`src/design/acc_fifo.sv`:
```
`timescale 1ns/100ps
`default_nettype none
module acc_fifo #(
    parameter int W = 8,
    parameter int D = 8
) (
    input  wire logic         sys_clk,
    input  wire logic         rst_sync_b,
    input  wire logic         in_valid,
    input  wire logic [W-1:0] in_data,
    output var  logic         in_ready,
    output var  logic         out_valid,
    output var  logic [W-1:0] out_data,
    input  wire logic         out_ready
);
    localparam int AW = $clog2(D);
    logic [W-1:0]  mem [D];
    logic [AW-1:0] wp, rp, next_wp, next_rp;
    logic [AW:0]   cnt, next_cnt;
    logic          next_in_ready, push, pop;

    assign push      = in_valid && in_ready;
    assign pop       = out_valid && out_ready;
    assign out_valid = cnt != '0;
    assign out_data  = mem[rp];

    // pointer and fill level update
    always_comb begin
        next_wp = wp;
        next_rp = rp;
        if (push) next_wp = (wp == AW'(D - 1)) ? '0 : AW'(wp + 1'b1);
        if (pop) next_rp = (rp == AW'(D - 1)) ? '0 : AW'(rp + 1'b1);
        next_cnt = (AW + 1)'(cnt + {AW'(0), push} - {AW'(0), pop});
        next_in_ready = next_cnt != (AW + 1)'(D);
    end

    always_ff @(posedge sys_clk or negedge rst_sync_b) begin
        if (!rst_sync_b) begin
            wp       <= '0;
            rp       <= '0;
            cnt      <= '0;
            in_ready <= 1'b0;
        end else begin
            wp       <= next_wp;
            rp       <= next_rp;
            cnt      <= next_cnt;
            in_ready <= next_in_ready;
        end
    end

    // storage write
    always_ff @(posedge sys_clk) begin
        if (push) mem[wp] <= in_data;
    end
endmodule : acc_fifo
`default_nettype wire

```
`config.mk`:
```
export PLATFORM = sky130hd
export DESIGN_NAME = acc_fifo
export DESIGN_NICKNAME = d
export VERILOG_FILES = /design/src/design/acc_fifo.sv
export SDC_FILE = /design/constraint.sdc
export NUM_CORES = 1
export LEC_CHECK = 0
export CAP_MARGIN = 20
export CELL_PAD_IN_SITES_DETAIL_PLACEMENT = 1
export CELL_PAD_IN_SITES_GLOBAL_PLACEMENT = 1
export CORE_MARGIN = 3
export CORE_UTILIZATION = 50
export DETAILED_ROUTE_END_ITERATION = 8
export DONT_BUFFER_PORTS = 1
export PLACE_DENSITY = 0.73
export SYNTH_ARGS = -nofsm -noshare
export SYNTH_HDL_FRONTEND = slang
export SYNTH_SLANG_ARGS = --single-unit
```
`constraint.sdc`:
```
create_clock -name sys_clk -period 7.4 [get_ports sys_clk]
set_input_delay 1.48 -clock sys_clk [delete_from_list [all_inputs] [get_ports sys_clk]]
set_output_delay 1.48 -clock sys_clk [all_outputs]
set_load 0.005 [all_outputs]
```
==> results of run 1 <==
## metrics by stage
stage	cell area [um2]	worst slack [ns]	hold slack, ns
2_1_floorplan	3130	4.26	0.492
4_1_cts	3370	3.59	0.573
5_1_grt	3370	3.50	0.615
6_report	3370	3.66	0.562
3_3_place_gp	3180	4.00	0.518
3_5_place_dp	3180	3.96	0.556
## path summary, 6_finish.rpt
kind	start	end	cells after the start	slack [ns]
setup / recovery	rp[1]	out_data[2]	2	3.66
hold / removal	wp[0]	wp[0]	2	0.56
setup reg to reg	cnt[2]	in_ready	13	4.51
hold reg to reg	wp[0]	wp[0]	2	0.56
max in group asynchronous	rst_sync_b	wp[1]	0	6.49
min in group asynchronous	rst_sync_b	cnt[2]	0	0.84
## layout make-up
class                      instances  area share
clock inverter                     7      0.0175
multi-input combinational         68       0.256
sequential                        75       0.653
tap                               75      0.0279
clock buffer                       9      0.0368
inverter                           8     0.00892
## Yosys cell counts, types with 2 or more instances
library cell / n / share of area
edfxtp_1: 64 / 0.61
o21ai_0: 2 / 0.0032
mux2_4: 7 / 0.034
buf_2: 2 / 0.0032
dfrtp_1: 11 / 0.088
ha_1: 9 / 0.036
mux4_2: 7 / 0.050
inv_1: 8 / 0.0096
nor3_1: 2 / 0.0032
nor2_1: 7 / 0.0084
nand2_1: 5 / 0.0060
mux4_1: 9 / 0.076
nand2b_1: 3 / 0.0060
mux2_2: 5 / 0.018
## where the power goes
group	internal (uW)	total (uW)	leakage (uW)	switching [uW]
clock network	151	293	0.0000931	142
registers	541	634	0.000708	92.9
logic	211	361	0.000401	150
## flip-flops by register name (all words and copies together), names as in the netlist
signal    cells
wp            3
mem          64
rp            3
cnt           4
in_ready      1
## cell families (layout without fill, tap and decap cells)
logic type               count (synthesis)  in the layout  synth area share
flip-flops                              75             75             0.703
adder cells (fa/ha/maj)                 10             10            0.0424
AO/OA/AOI/OAI                            4              4           0.00721
buffers and inverters                   13             24            0.0240
AND/OR/NAND/NOR                         23             23            0.0368
multiplexers                            29             29             0.181
XOR/XNOR                                 2              2           0.00561
## per-layer routing
metal / wire, um / share of wire
met5: 0 / 0
met4: 77 / 0.014
met3: 255 / 0.046
met2: 2930 / 0.53
met1: 2220 / 0.40
## worst max-delay path: stages (launching register included)
cell and delay [ns]:
dfrtp_1 0.97, mux4_1 0.66, mux2_4 0.29
==> run_results.csv, run 1 <==
group,metric,value,unit
global_routing,antenna_found_initial,0,
pwr,power_density,382,mW/mm2
timing,setup_viol,0,
drt,routed_wl,5490,um
cells_and_area,final_common_cell,"edfxtp_1",
yosys,syn-cell-area,0.00313,mm2
floorplan,rows,28,
cells_and_area,multi_input_area,863,um2
timing,slew_viol_final,0,
setup_path,end_kind,"primary output",
timing,hold_viol_final,0,
clocking,cts.htree.levels,3,
cells_and_area,layout-drive-gt1-share,0.210,
drt,drt-initial-drc-count,68,
job,drv_cap,0,
setup_path,cp_data_required_time,5.92,ns
clocking,cts-root-buf,"clkbuf_8",
yosys,synth-seq-cells,75,
global_routing,grtUsageTotal,0.166,
timing,slew_headroom,0.366,
place,io_buffers,0,
global_routing,met1_usage,0.204,
min_path,hold_path_class,"register to register",
timing,period_share,0.505,
yosys,synth_nets,178,
timing,rsz0062_at_grt,"no",
global_routing,use_met3,0.0408,
pwr,p_leak,0.00120,uW
clocking,cts_resized,0,
setup_path,path_class,"register to primary output",
global_routing,grt_pass1_wl,8680,um
timing,tightest_slew,0.947,ns
clocking,clkSinkCount,75,
clocking,cts_buffers,9,
place,post-place-cells,226,
global_routing,global_route.usage.met2,0.287,
yosys,yosys_most_used_dff,"edfxtp_1",
timing,fin_crit,3.74,ns
pwr,power,1290,uW
drt,ant_nets,0,
yosys,syn_area_per_cell,20.0,um2
cells_and_area,fin_cells,242,
cells_and_area,utilization,0.562,
yosys,synth-async-reset-ratio,0.147,
cells_and_area,nets,184,
cells_and_area,diodes,0,
global_routing,grt_max_degree,19,
clocking,holdBufCountCts,0,
yosys,yosysSeqAreaShare,0.703,
clocking,clk_latency,0.33,ns
yosys,ys_warn_count,0,
drt,viasPerCell,5.76,
floorplan,die-height,85.1,um
cells_and_area,final_cell_mix,"edfxtp_1, dfrtp_1, mux4_1, ha_1, clkbuf_8",
floorplan,core_area,0.00599,mm2
pwr,vdd_drop_max,0.161,mV
cells_and_area,fillers,512,
place,gp_congestion,0.742,
floorplan,initial_core_util,0.522,
cells_and_area,seqCellArea,0.00220,mm2
drt,wire_per_inst,22.7,um
yosys,synth_edf_count,64,
global_routing,grt_overflow,0,
clocking,clk_pin_slew,0.07,ns
yosys,synth_cells,156,
global_routing,busiest_layer,"met2",
floorplan,die_area,0.00724,mm2
setup_path,arrival,2.26,ns
drt,drcViolationCount,0,
timing,tns,0,ns
timing,fmax,267,MHz
floorplan,io_pins,22,
clocking,cts_buffer_depth,2,
global_routing,grt_pass1_vias,1553,
drt,vias,1395,
setup_path,startpoint_type,"register",
floorplan,die_width,85.1,um
drt,dr.pass1.iters,4,
timing,finalClockSkew,0.00552,ns
setup_path,cp_max_fo,18,
yosys,yosysUniqueCellTypes,29,
place,dp_hpwl,3630,um
status,outcome,"complete, no violations",
cells_and_area,synthToLayoutAreaGrowth,7.73,%
clocking,cts_setup_buffers,0,
clocking,cts_tree,"built",
Note: power is estimated with default switching activity, not from simulation.
==> inputs of run 2 (changes only) <==
--- a/config.mk
+++ b/config.mk
@@ -5,14 +5,15 @@
 export SDC_FILE = /design/constraint.sdc
 export NUM_CORES = 1
 export LEC_CHECK = 0
+export ABC_AREA = 1
 export CAP_MARGIN = 20
 export CELL_PAD_IN_SITES_DETAIL_PLACEMENT = 1
 export CELL_PAD_IN_SITES_GLOBAL_PLACEMENT = 1
 export CORE_MARGIN = 3
-export CORE_UTILIZATION = 50
+export CORE_UTILIZATION = 44
 export DETAILED_ROUTE_END_ITERATION = 8
 export DONT_BUFFER_PORTS = 1
-export PLACE_DENSITY = 0.73
+export PLACE_DENSITY = 0.74
 export SYNTH_ARGS = -nofsm -noshare
 export SYNTH_HDL_FRONTEND = slang
 export SYNTH_SLANG_ARGS = --single-unit
==> constraint.sdc (replaced) <==
create_clock -name sys_clk -period 3.4 [get_ports sys_clk]
set_input_delay 0.68 -clock sys_clk [delete_from_list [all_inputs] [get_ports sys_clk]]
set_output_delay 0.68 -clock sys_clk [all_outputs]
set_load 0.005 [all_outputs]
==> run 2 against run 1 <==
Against the previous run: routed wire length rose by 35%; hold slack got worse by 0.54 ns; largest power group unchanged; die area rose by 25%; sequential share of layout area fell by 7.0 points; clock-buffer cell count rose by 1; critical path depth rose by 4; synthesized area rose by 11%; cell area rose by 12%; sequential power rose by 100%; flip-flop and latch count did not move.
==> run_results.csv, run 2 <==
group,metric,value,unit
setup_path,cp_max_fo,33,
setup_path,arrival,1.93,ns
yosys,syn-cell-area,0.00348,mm2
min_path,hold_path_class,"input pin to asynchronous set/reset pin",
cells_and_area,diodes,0,
place,dpl-instance-area,0.00357,mm2
cells_and_area,final_cell_mix,"nand2_1, inv_1, edfxtp_1, nand3_1, nor2_1",
yosys,syn_area_per_cell,9.75,um2
drt,wire_per_inst,15.7,um
cells_and_area,fillers,866,
global_routing,grt_pass1_wl,12000,um
floorplan,die-height,95.0,um
global_routing,grt_pass1_vias,2346,
job,drv_cap,0,
yosys,synth_most_common_cell,"nand2_1",
setup_path,startpoint_type,"register",
timing,tightest_slew,0.955,ns
cells_and_area,stdcell_area,0.00377,mm2
clocking,clkSinkCount,75,
setup_path,path_cells,"inv_4 -> nand2_1 -> nand3_1 -> nand2_1 -> nand2_1 -> nand2_1",
setup_path,cp_common_cell,"nand2_1",
setup_path,cp_top_family,"flip-flops",
global_routing,grt_overflow,0,
timing,slew_headroom,0.361,
setup_path,path_class,"register to primary output",
place,io_buffers,0,
clocking,cts_buffers,9,
pwr,p_leak,0.00178,uW
setup_path,critPathBufInv,1,
yosys,ys_warn_count,0,
yosys,yosysSeqAreaShare,0.631,
cells_and_area,largest_reg_flops,64,
drt,vias,2256,
clocking,cts_resized,0,
global_routing,grtUsageTotal,0.186,
cells_and_area,synthToLayoutAreaGrowth,8.23,%
timing,setup_viol,0,
cells_and_area,nets,389,
yosys,synth_edf_count,64,
drt,ant_nets,0,
yosys,synth-seq-cells,75,
yosys,synth_nets,379,
setup_path,ff2ff_path_depth,14,
pwr,vdd_drop_max,0.442,mV
drt,viasPerCell,4.79,
clocking,clk_pin_slew,0.08,ns
setup_path,cpMaxStageDelayCell,"dfrtp_1",
setup_path,path_depth,6,
timing,tns,0,ns
setup_path,r2r-start,"cnt[2]",
timing,timing.final.ws_setup,0.788,ns
floorplan,core_area,0.00745,mm2
timing,fmax,383,MHz
global_routing,antenna_found_initial,0,
drt,drt-initial-drc-count,65,
floorplan,die_width,95.0,um
timing,slew_viol_final,0,
setup_path,startpoint,"rp[0]",
timing,rsz0062_at_grt,"no",
global_routing,grt_max_degree,34,
clocking,clk_latency,0.35,ns
floorplan,die_area,0.00902,mm2
floorplan,io_pins,22,
status,outcome,"complete, no violations",
cells_and_area,layout-drive-gt1-share,0.0726,
floorplan,rows,31,
place,dp_hpwl,5000,um
setup_path,cp_data_required_time,2.72,ns
timing,period_share,0.768,
floorplan,initial_core_util,0.468,
clocking,cts_tree,"built",
yosys,synth_area_leader_cell,"edfxtp_1",
drt,routed_wl,7400,um
cells_and_area,regMostFlops,"mem",
drt,dr.pass1.iters,4,
yosys,synth-async-reset-ratio,0.147,
yosys,synth_cells,357,
pwr,power_density,796,mW/mm2
cells_and_area,final_common_cell,"nand2_1",
yosys,synthTopCellsByCount,"nand2_1, inv_1, edfxtp_1",
drt,drcViolationCount,0,
yosys,yosysUniqueCellTypes,20,
cells_and_area,reg.largest.list,"mem x64, cnt x4",
clocking,cts-root-buf,"clkbuf_8",
pwr,power,3000,uW
place,post-place-ws,0.846,ns
timing,hold_viol_final,0,
clocking,cts.htree.levels,3,
yosys,synth_area_leaders,"edfxtp_1, nand2_1, inv_1",
clocking,cts_buffer_depth,2,
setup_path,worst_path_largest_cell_delay,0.79,ns
yosys,yosys_most_used_dff,"edfxtp_1",
setup_path,end_kind,"primary output",
yosys,synth_top_area_frac,0.552,
place,gp_congestion,0.737,
timing,fin_crit,2.61,ns
timing,finalClockSkew,0.00632,ns
run 2: cell count changes after synthesis, moves of 5 or more:
cell,previous run,this run
nand2_1,5,122
inv_1,8,79
nand3_1,1,33
mux4_1,9,0
mux2_4,7,0
mux4_2,7,0
buf_4,0,5
mux2_2,5,0
nor2_1,7,12
run 2: layout make-up:
| class | instances | area [um2] | area share |
|---|---|---|---|
| flip-flops and latches | 75 | 2200 | 0.583 |
| well taps | 99 | 124 | 0.0329 |
| repair buffers | 10 | 77.6 | 0.0206 |
| clock inverters | 6 | 56.3 | 0.0149 |
| multi-input cells | 189 | 873 | 0.232 |
| inverters | 82 | 313 | 0.0830 |
| clock buffers | 10 | 128 | 0.0339 |
run 2: metal layers:
layer,GRT usage,routed length [um],vias to the layer above
li1,-,-,1119
met1,0.222,3260,1098
met2,0.321,3740,28
met3,0.0470,267,11
met4,0.0721,130,0
met5,0,0,-
run 2: worst paths after layout:
check,end,slack (ns)
min in group sys_clk,mem[7][0],0.42
max reg2reg,in_ready,0.88
max,out_data[7],0.79
min,wp[2],0.02
max in group asynchronous,rp[1],2.65
min reg2reg,cnt[0],0.54
run 2: kinds of logic (layout without fill, tap and decap cells):
kind of cell    Yosys count  after routing  share of synthesized area
xor+xnor                  1              1                    0.00252
simple gates            172            172                      0.201
buf+inv                  93            108                      0.118
flops                    75             75                      0.631
compound gates            6              6                    0.00898
fa+ha+maj                10             10                     0.0381
run 2: report_power, final:
| group | switching (uW) | total [uW] | internal [uW] |
|---|---|---|---|
| Clock | 312 | 645 | 333 |
| Sequential | 118 | 1290 | 1170 |
| Combinational | 699 | 1070 | 369 |
run 2: worst reg2reg max path, cell delays in order, from the launching register on:
cell     delay, ns
dfrtp_1       0.36
inv_1         0.07
ha_1          0.14
nand2_1       0.09
nand2_1       0.13
inv_1         0.09
ha_1          0.27
inv_1         0.06
ha_1          0.16
inv_1         0.06
fa_1          0.50
inv_1         0.05
or2_2         0.26
nor2_1        0.10
nand3_1       0.07
run 2: metrics by stage:
step / hold WS (ns) / instances / utilization
after floorplan: 0.384 / 357 / -
after global placement: 0.385 / 454 / 0.480
after detailed placement: 0.385 / 454 / 0.480
after CTS: 0.000650 / 470 / 0.505
after global routing: 0.000253 / 471 / 0.506
final: 0.0231 / 471 / 0.506
run 2: repair_timing:
| item | 4_1_cts | 5_1_grt |
|---|---|---|
| setup buffers | 0 | 0 |
| hold buffers | 0 | 1 |
| hold endpoints to repair | 0 | 3 |
| endpoints found under the setup margin | 0 | 0 |
==> inputs of run 3 (changes only) <==
==> constraint.sdc (replaced) <==
create_clock -name sys_clk -period 2.4 [get_ports sys_clk]
set_input_delay 0.48 -clock sys_clk [delete_from_list [all_inputs] [get_ports sys_clk]]
set_output_delay 0.48 -clock sys_clk [all_outputs]
set_load 0.005 [all_outputs]
==> run 3 against run 2 <==
Against the previous run: sequential power up 38%; global-route usage up 1.1 points; critical path depth up 3; via count up 4.2%; clock skew down 0.00053 ns; final cell count up 3.0%; clock power up 57%; die area unchanged; flip-flop and latch count unchanged; cell area up 5.2%; clock-buffer cell count down 1; critical path type unchanged; largest cell class unchanged.
==> run_results.csv, run 3 (synthesis gave the netlist of run 2 again) <==
group,metric,value,unit
status,outcome,"complete, no violations",
setup_path,startpoint_type,"register",
clocking,clk_pin_slew,0.08,ns
timing,hold_slack,0.231,ns
setup_path,cp_common_cell,"buf_4",
cells_and_area,final_common_cell,"nand2_1",
timing,setup_viol,0,
setup_path,ff2ff_setup_slack,0.11,ns
clocking,cts-root-buf,"clkbuf_8",
timing,slew_headroom,0.642,
drt,drt-initial-drc-count,55,
floorplan,rows,31,
pwr,vdd_drop_max,0.627,mV
timing,fmax,436,MHz
timing,hold_viol_final,0,
global_routing,grtUsageTotal,0.197,
clocking,clkSinkCount,75,
setup_path,cp_max_fo,2,
global_routing,grt_overflow,0,
cells_and_area,layout-drive-gt1-share,0.137,
place,dp_hpwl,5380,um
drt,dr.pass1.iters,4,
setup_path,cp_data_required_time,1.92,ns
place,io_buffers,0,
clocking,cts.htree.levels,3,
job,drv_cap,0,
drt,ant_nets,0,
global_routing,grt_max_degree,34,
timing,slew_viol_final,0,
cells_and_area,reg.largest.list,"mem x64, cnt x4",
pwr,p_leak,0.00187,uW
clocking,cts_buffer_depth,2,
floorplan,initial_core_util,0.468,
drt,vias,2350,
setup_path,end_kind,"primary output",
setup_path,path_cells,"nor2_2 -> nand2_4 -> buf_6 -> buf_4 -> buf_4 -> buf_4 -> buf_4 -> buf_4 -> buf_4",
timing,fin_crit,2.30,ns
drt,drcViolationCount,0,
place,gp_congestion,0.746,
drt,routed_wl,8180,um
pwr,power_density,1160,mW/mm2
timing,finalClockSkew,0.00580,ns
floorplan,die_width,95.0,um
timing,period_share,0.957,
floorplan,die-height,95.0,um
cells_and_area,largest_reg_flops,64,
cells_and_area,final_cell_mix,"nand2_1, inv_1, edfxtp_1, nand3_1, buf_4",
drt,wire_per_inst,16.9,um
global_routing,antenna_found_initial,0,
floorplan,core_area,0.00745,mm2
cells_and_area,regMostFlops,"mem",
timing,tightest_slew,0.535,ns
drt,viasPerCell,4.85,
pwr,power,4590,uW
global_routing,grt_pass1_wl,12700,um
cells_and_area,nets,404,
setup_path,cpMaxStageDelayCell,"dfrtp_1",
cells_and_area,synthToLayoutAreaGrowth,13.9,%
setup_path,path_class,"register to primary output",
clocking,clk_latency,0.34,ns
clocking,cts_buffers,9,
setup_path,arrival,1.82,ns
floorplan,io_pins,22,
setup_path,worst_path_largest_cell_delay,0.43,ns
clocking,cts_tree,"built",
cells_and_area,diodes,0,
min_path,hold_path_class,"input pin to register",
global_routing,grt_pass1_vias,2598,
floorplan,die_area,0.00902,mm2
## run 3: cell types whose count changed in the layout (fill, tap and decap cells not counted), sizes merged
cell    change
clkinv      -1
buf        +15
clkbuf      -1
bufinv      +1
## run 3: final timing paths
path	depth (start not counted)	to	from
max	9	out_valid	cnt[0]
min	0	mem[5][5]	in_data[5]
max reg2reg	13	in_ready	cnt[0]
min reg2reg	2	wp[0]	wp[0]
max in group asynchronous	1	rp[1]	rst_sync_b
min in group asynchronous	1	wp[0]	rst_sync_b
## run 3: area by class of cell
type                    count  area [um2]
clock buffers               9         124
clock inverters             6        81.3
fillers                   845        3480
inverters                  82         318
multi-input cells         189         928
flip-flops and latches     75        2200
well taps                  99         124
repair buffers             25         194
## run 3: timing repair
| item | in CTS | in global routing |
|---|---|---|
| endpoints found under the setup margin | 1 | 2 |
| buffers inserted | 10 | 0 |
| cloned | 0 | 0 |
| pin swaps | 4 | 5 |
| hold buffers | 1 | 0 |
| gates resized for setup | 7 | 11 |
| hold endpoints to repair | 11 | 0 |
## run 3: worst max-delay path: cells and delay by family (launching register included)
family	cells	cell delay [ns]
buf+inv	7	0.82
flops	1	0.43
simple gates	2	0.23
## run 3: report_power, final
group | internal [uW] | switching, uW
combinational | 652 | 1140
sequential | 1660 | 126
clock | 573 | 442
total | 2880 | 1700
## run 3: metrics by stage
step           setup TNS (ns)  std cells  utilization  cell area [um2]  setup WS (ns)
4_1_cts              -0.00725        486        0.527             3930       -0.00725
6_report                    0        485        0.533             3970          0.104
3_3_place_gp                0        460        0.486             3620         0.0513
5_1_grt             -0.000337        485        0.533             3970      -0.000337
3_5_place_dp          -0.0631        460        0.486             3620        -0.0631
2_1_floorplan               0        357            -             3480         0.0761
## run 3: metal layers
layer | up-vias | global-route usage | share of wire
met1 | 1153 | 0.207 | 0.41
met4 | 0 | 0.0938 | 0.022
li1 | 1148 | - | -
met5 | - | 0 | 0
met3 | 17 | 0.0414 | 0.033
met2 | 32 | 0.371 | 0.53
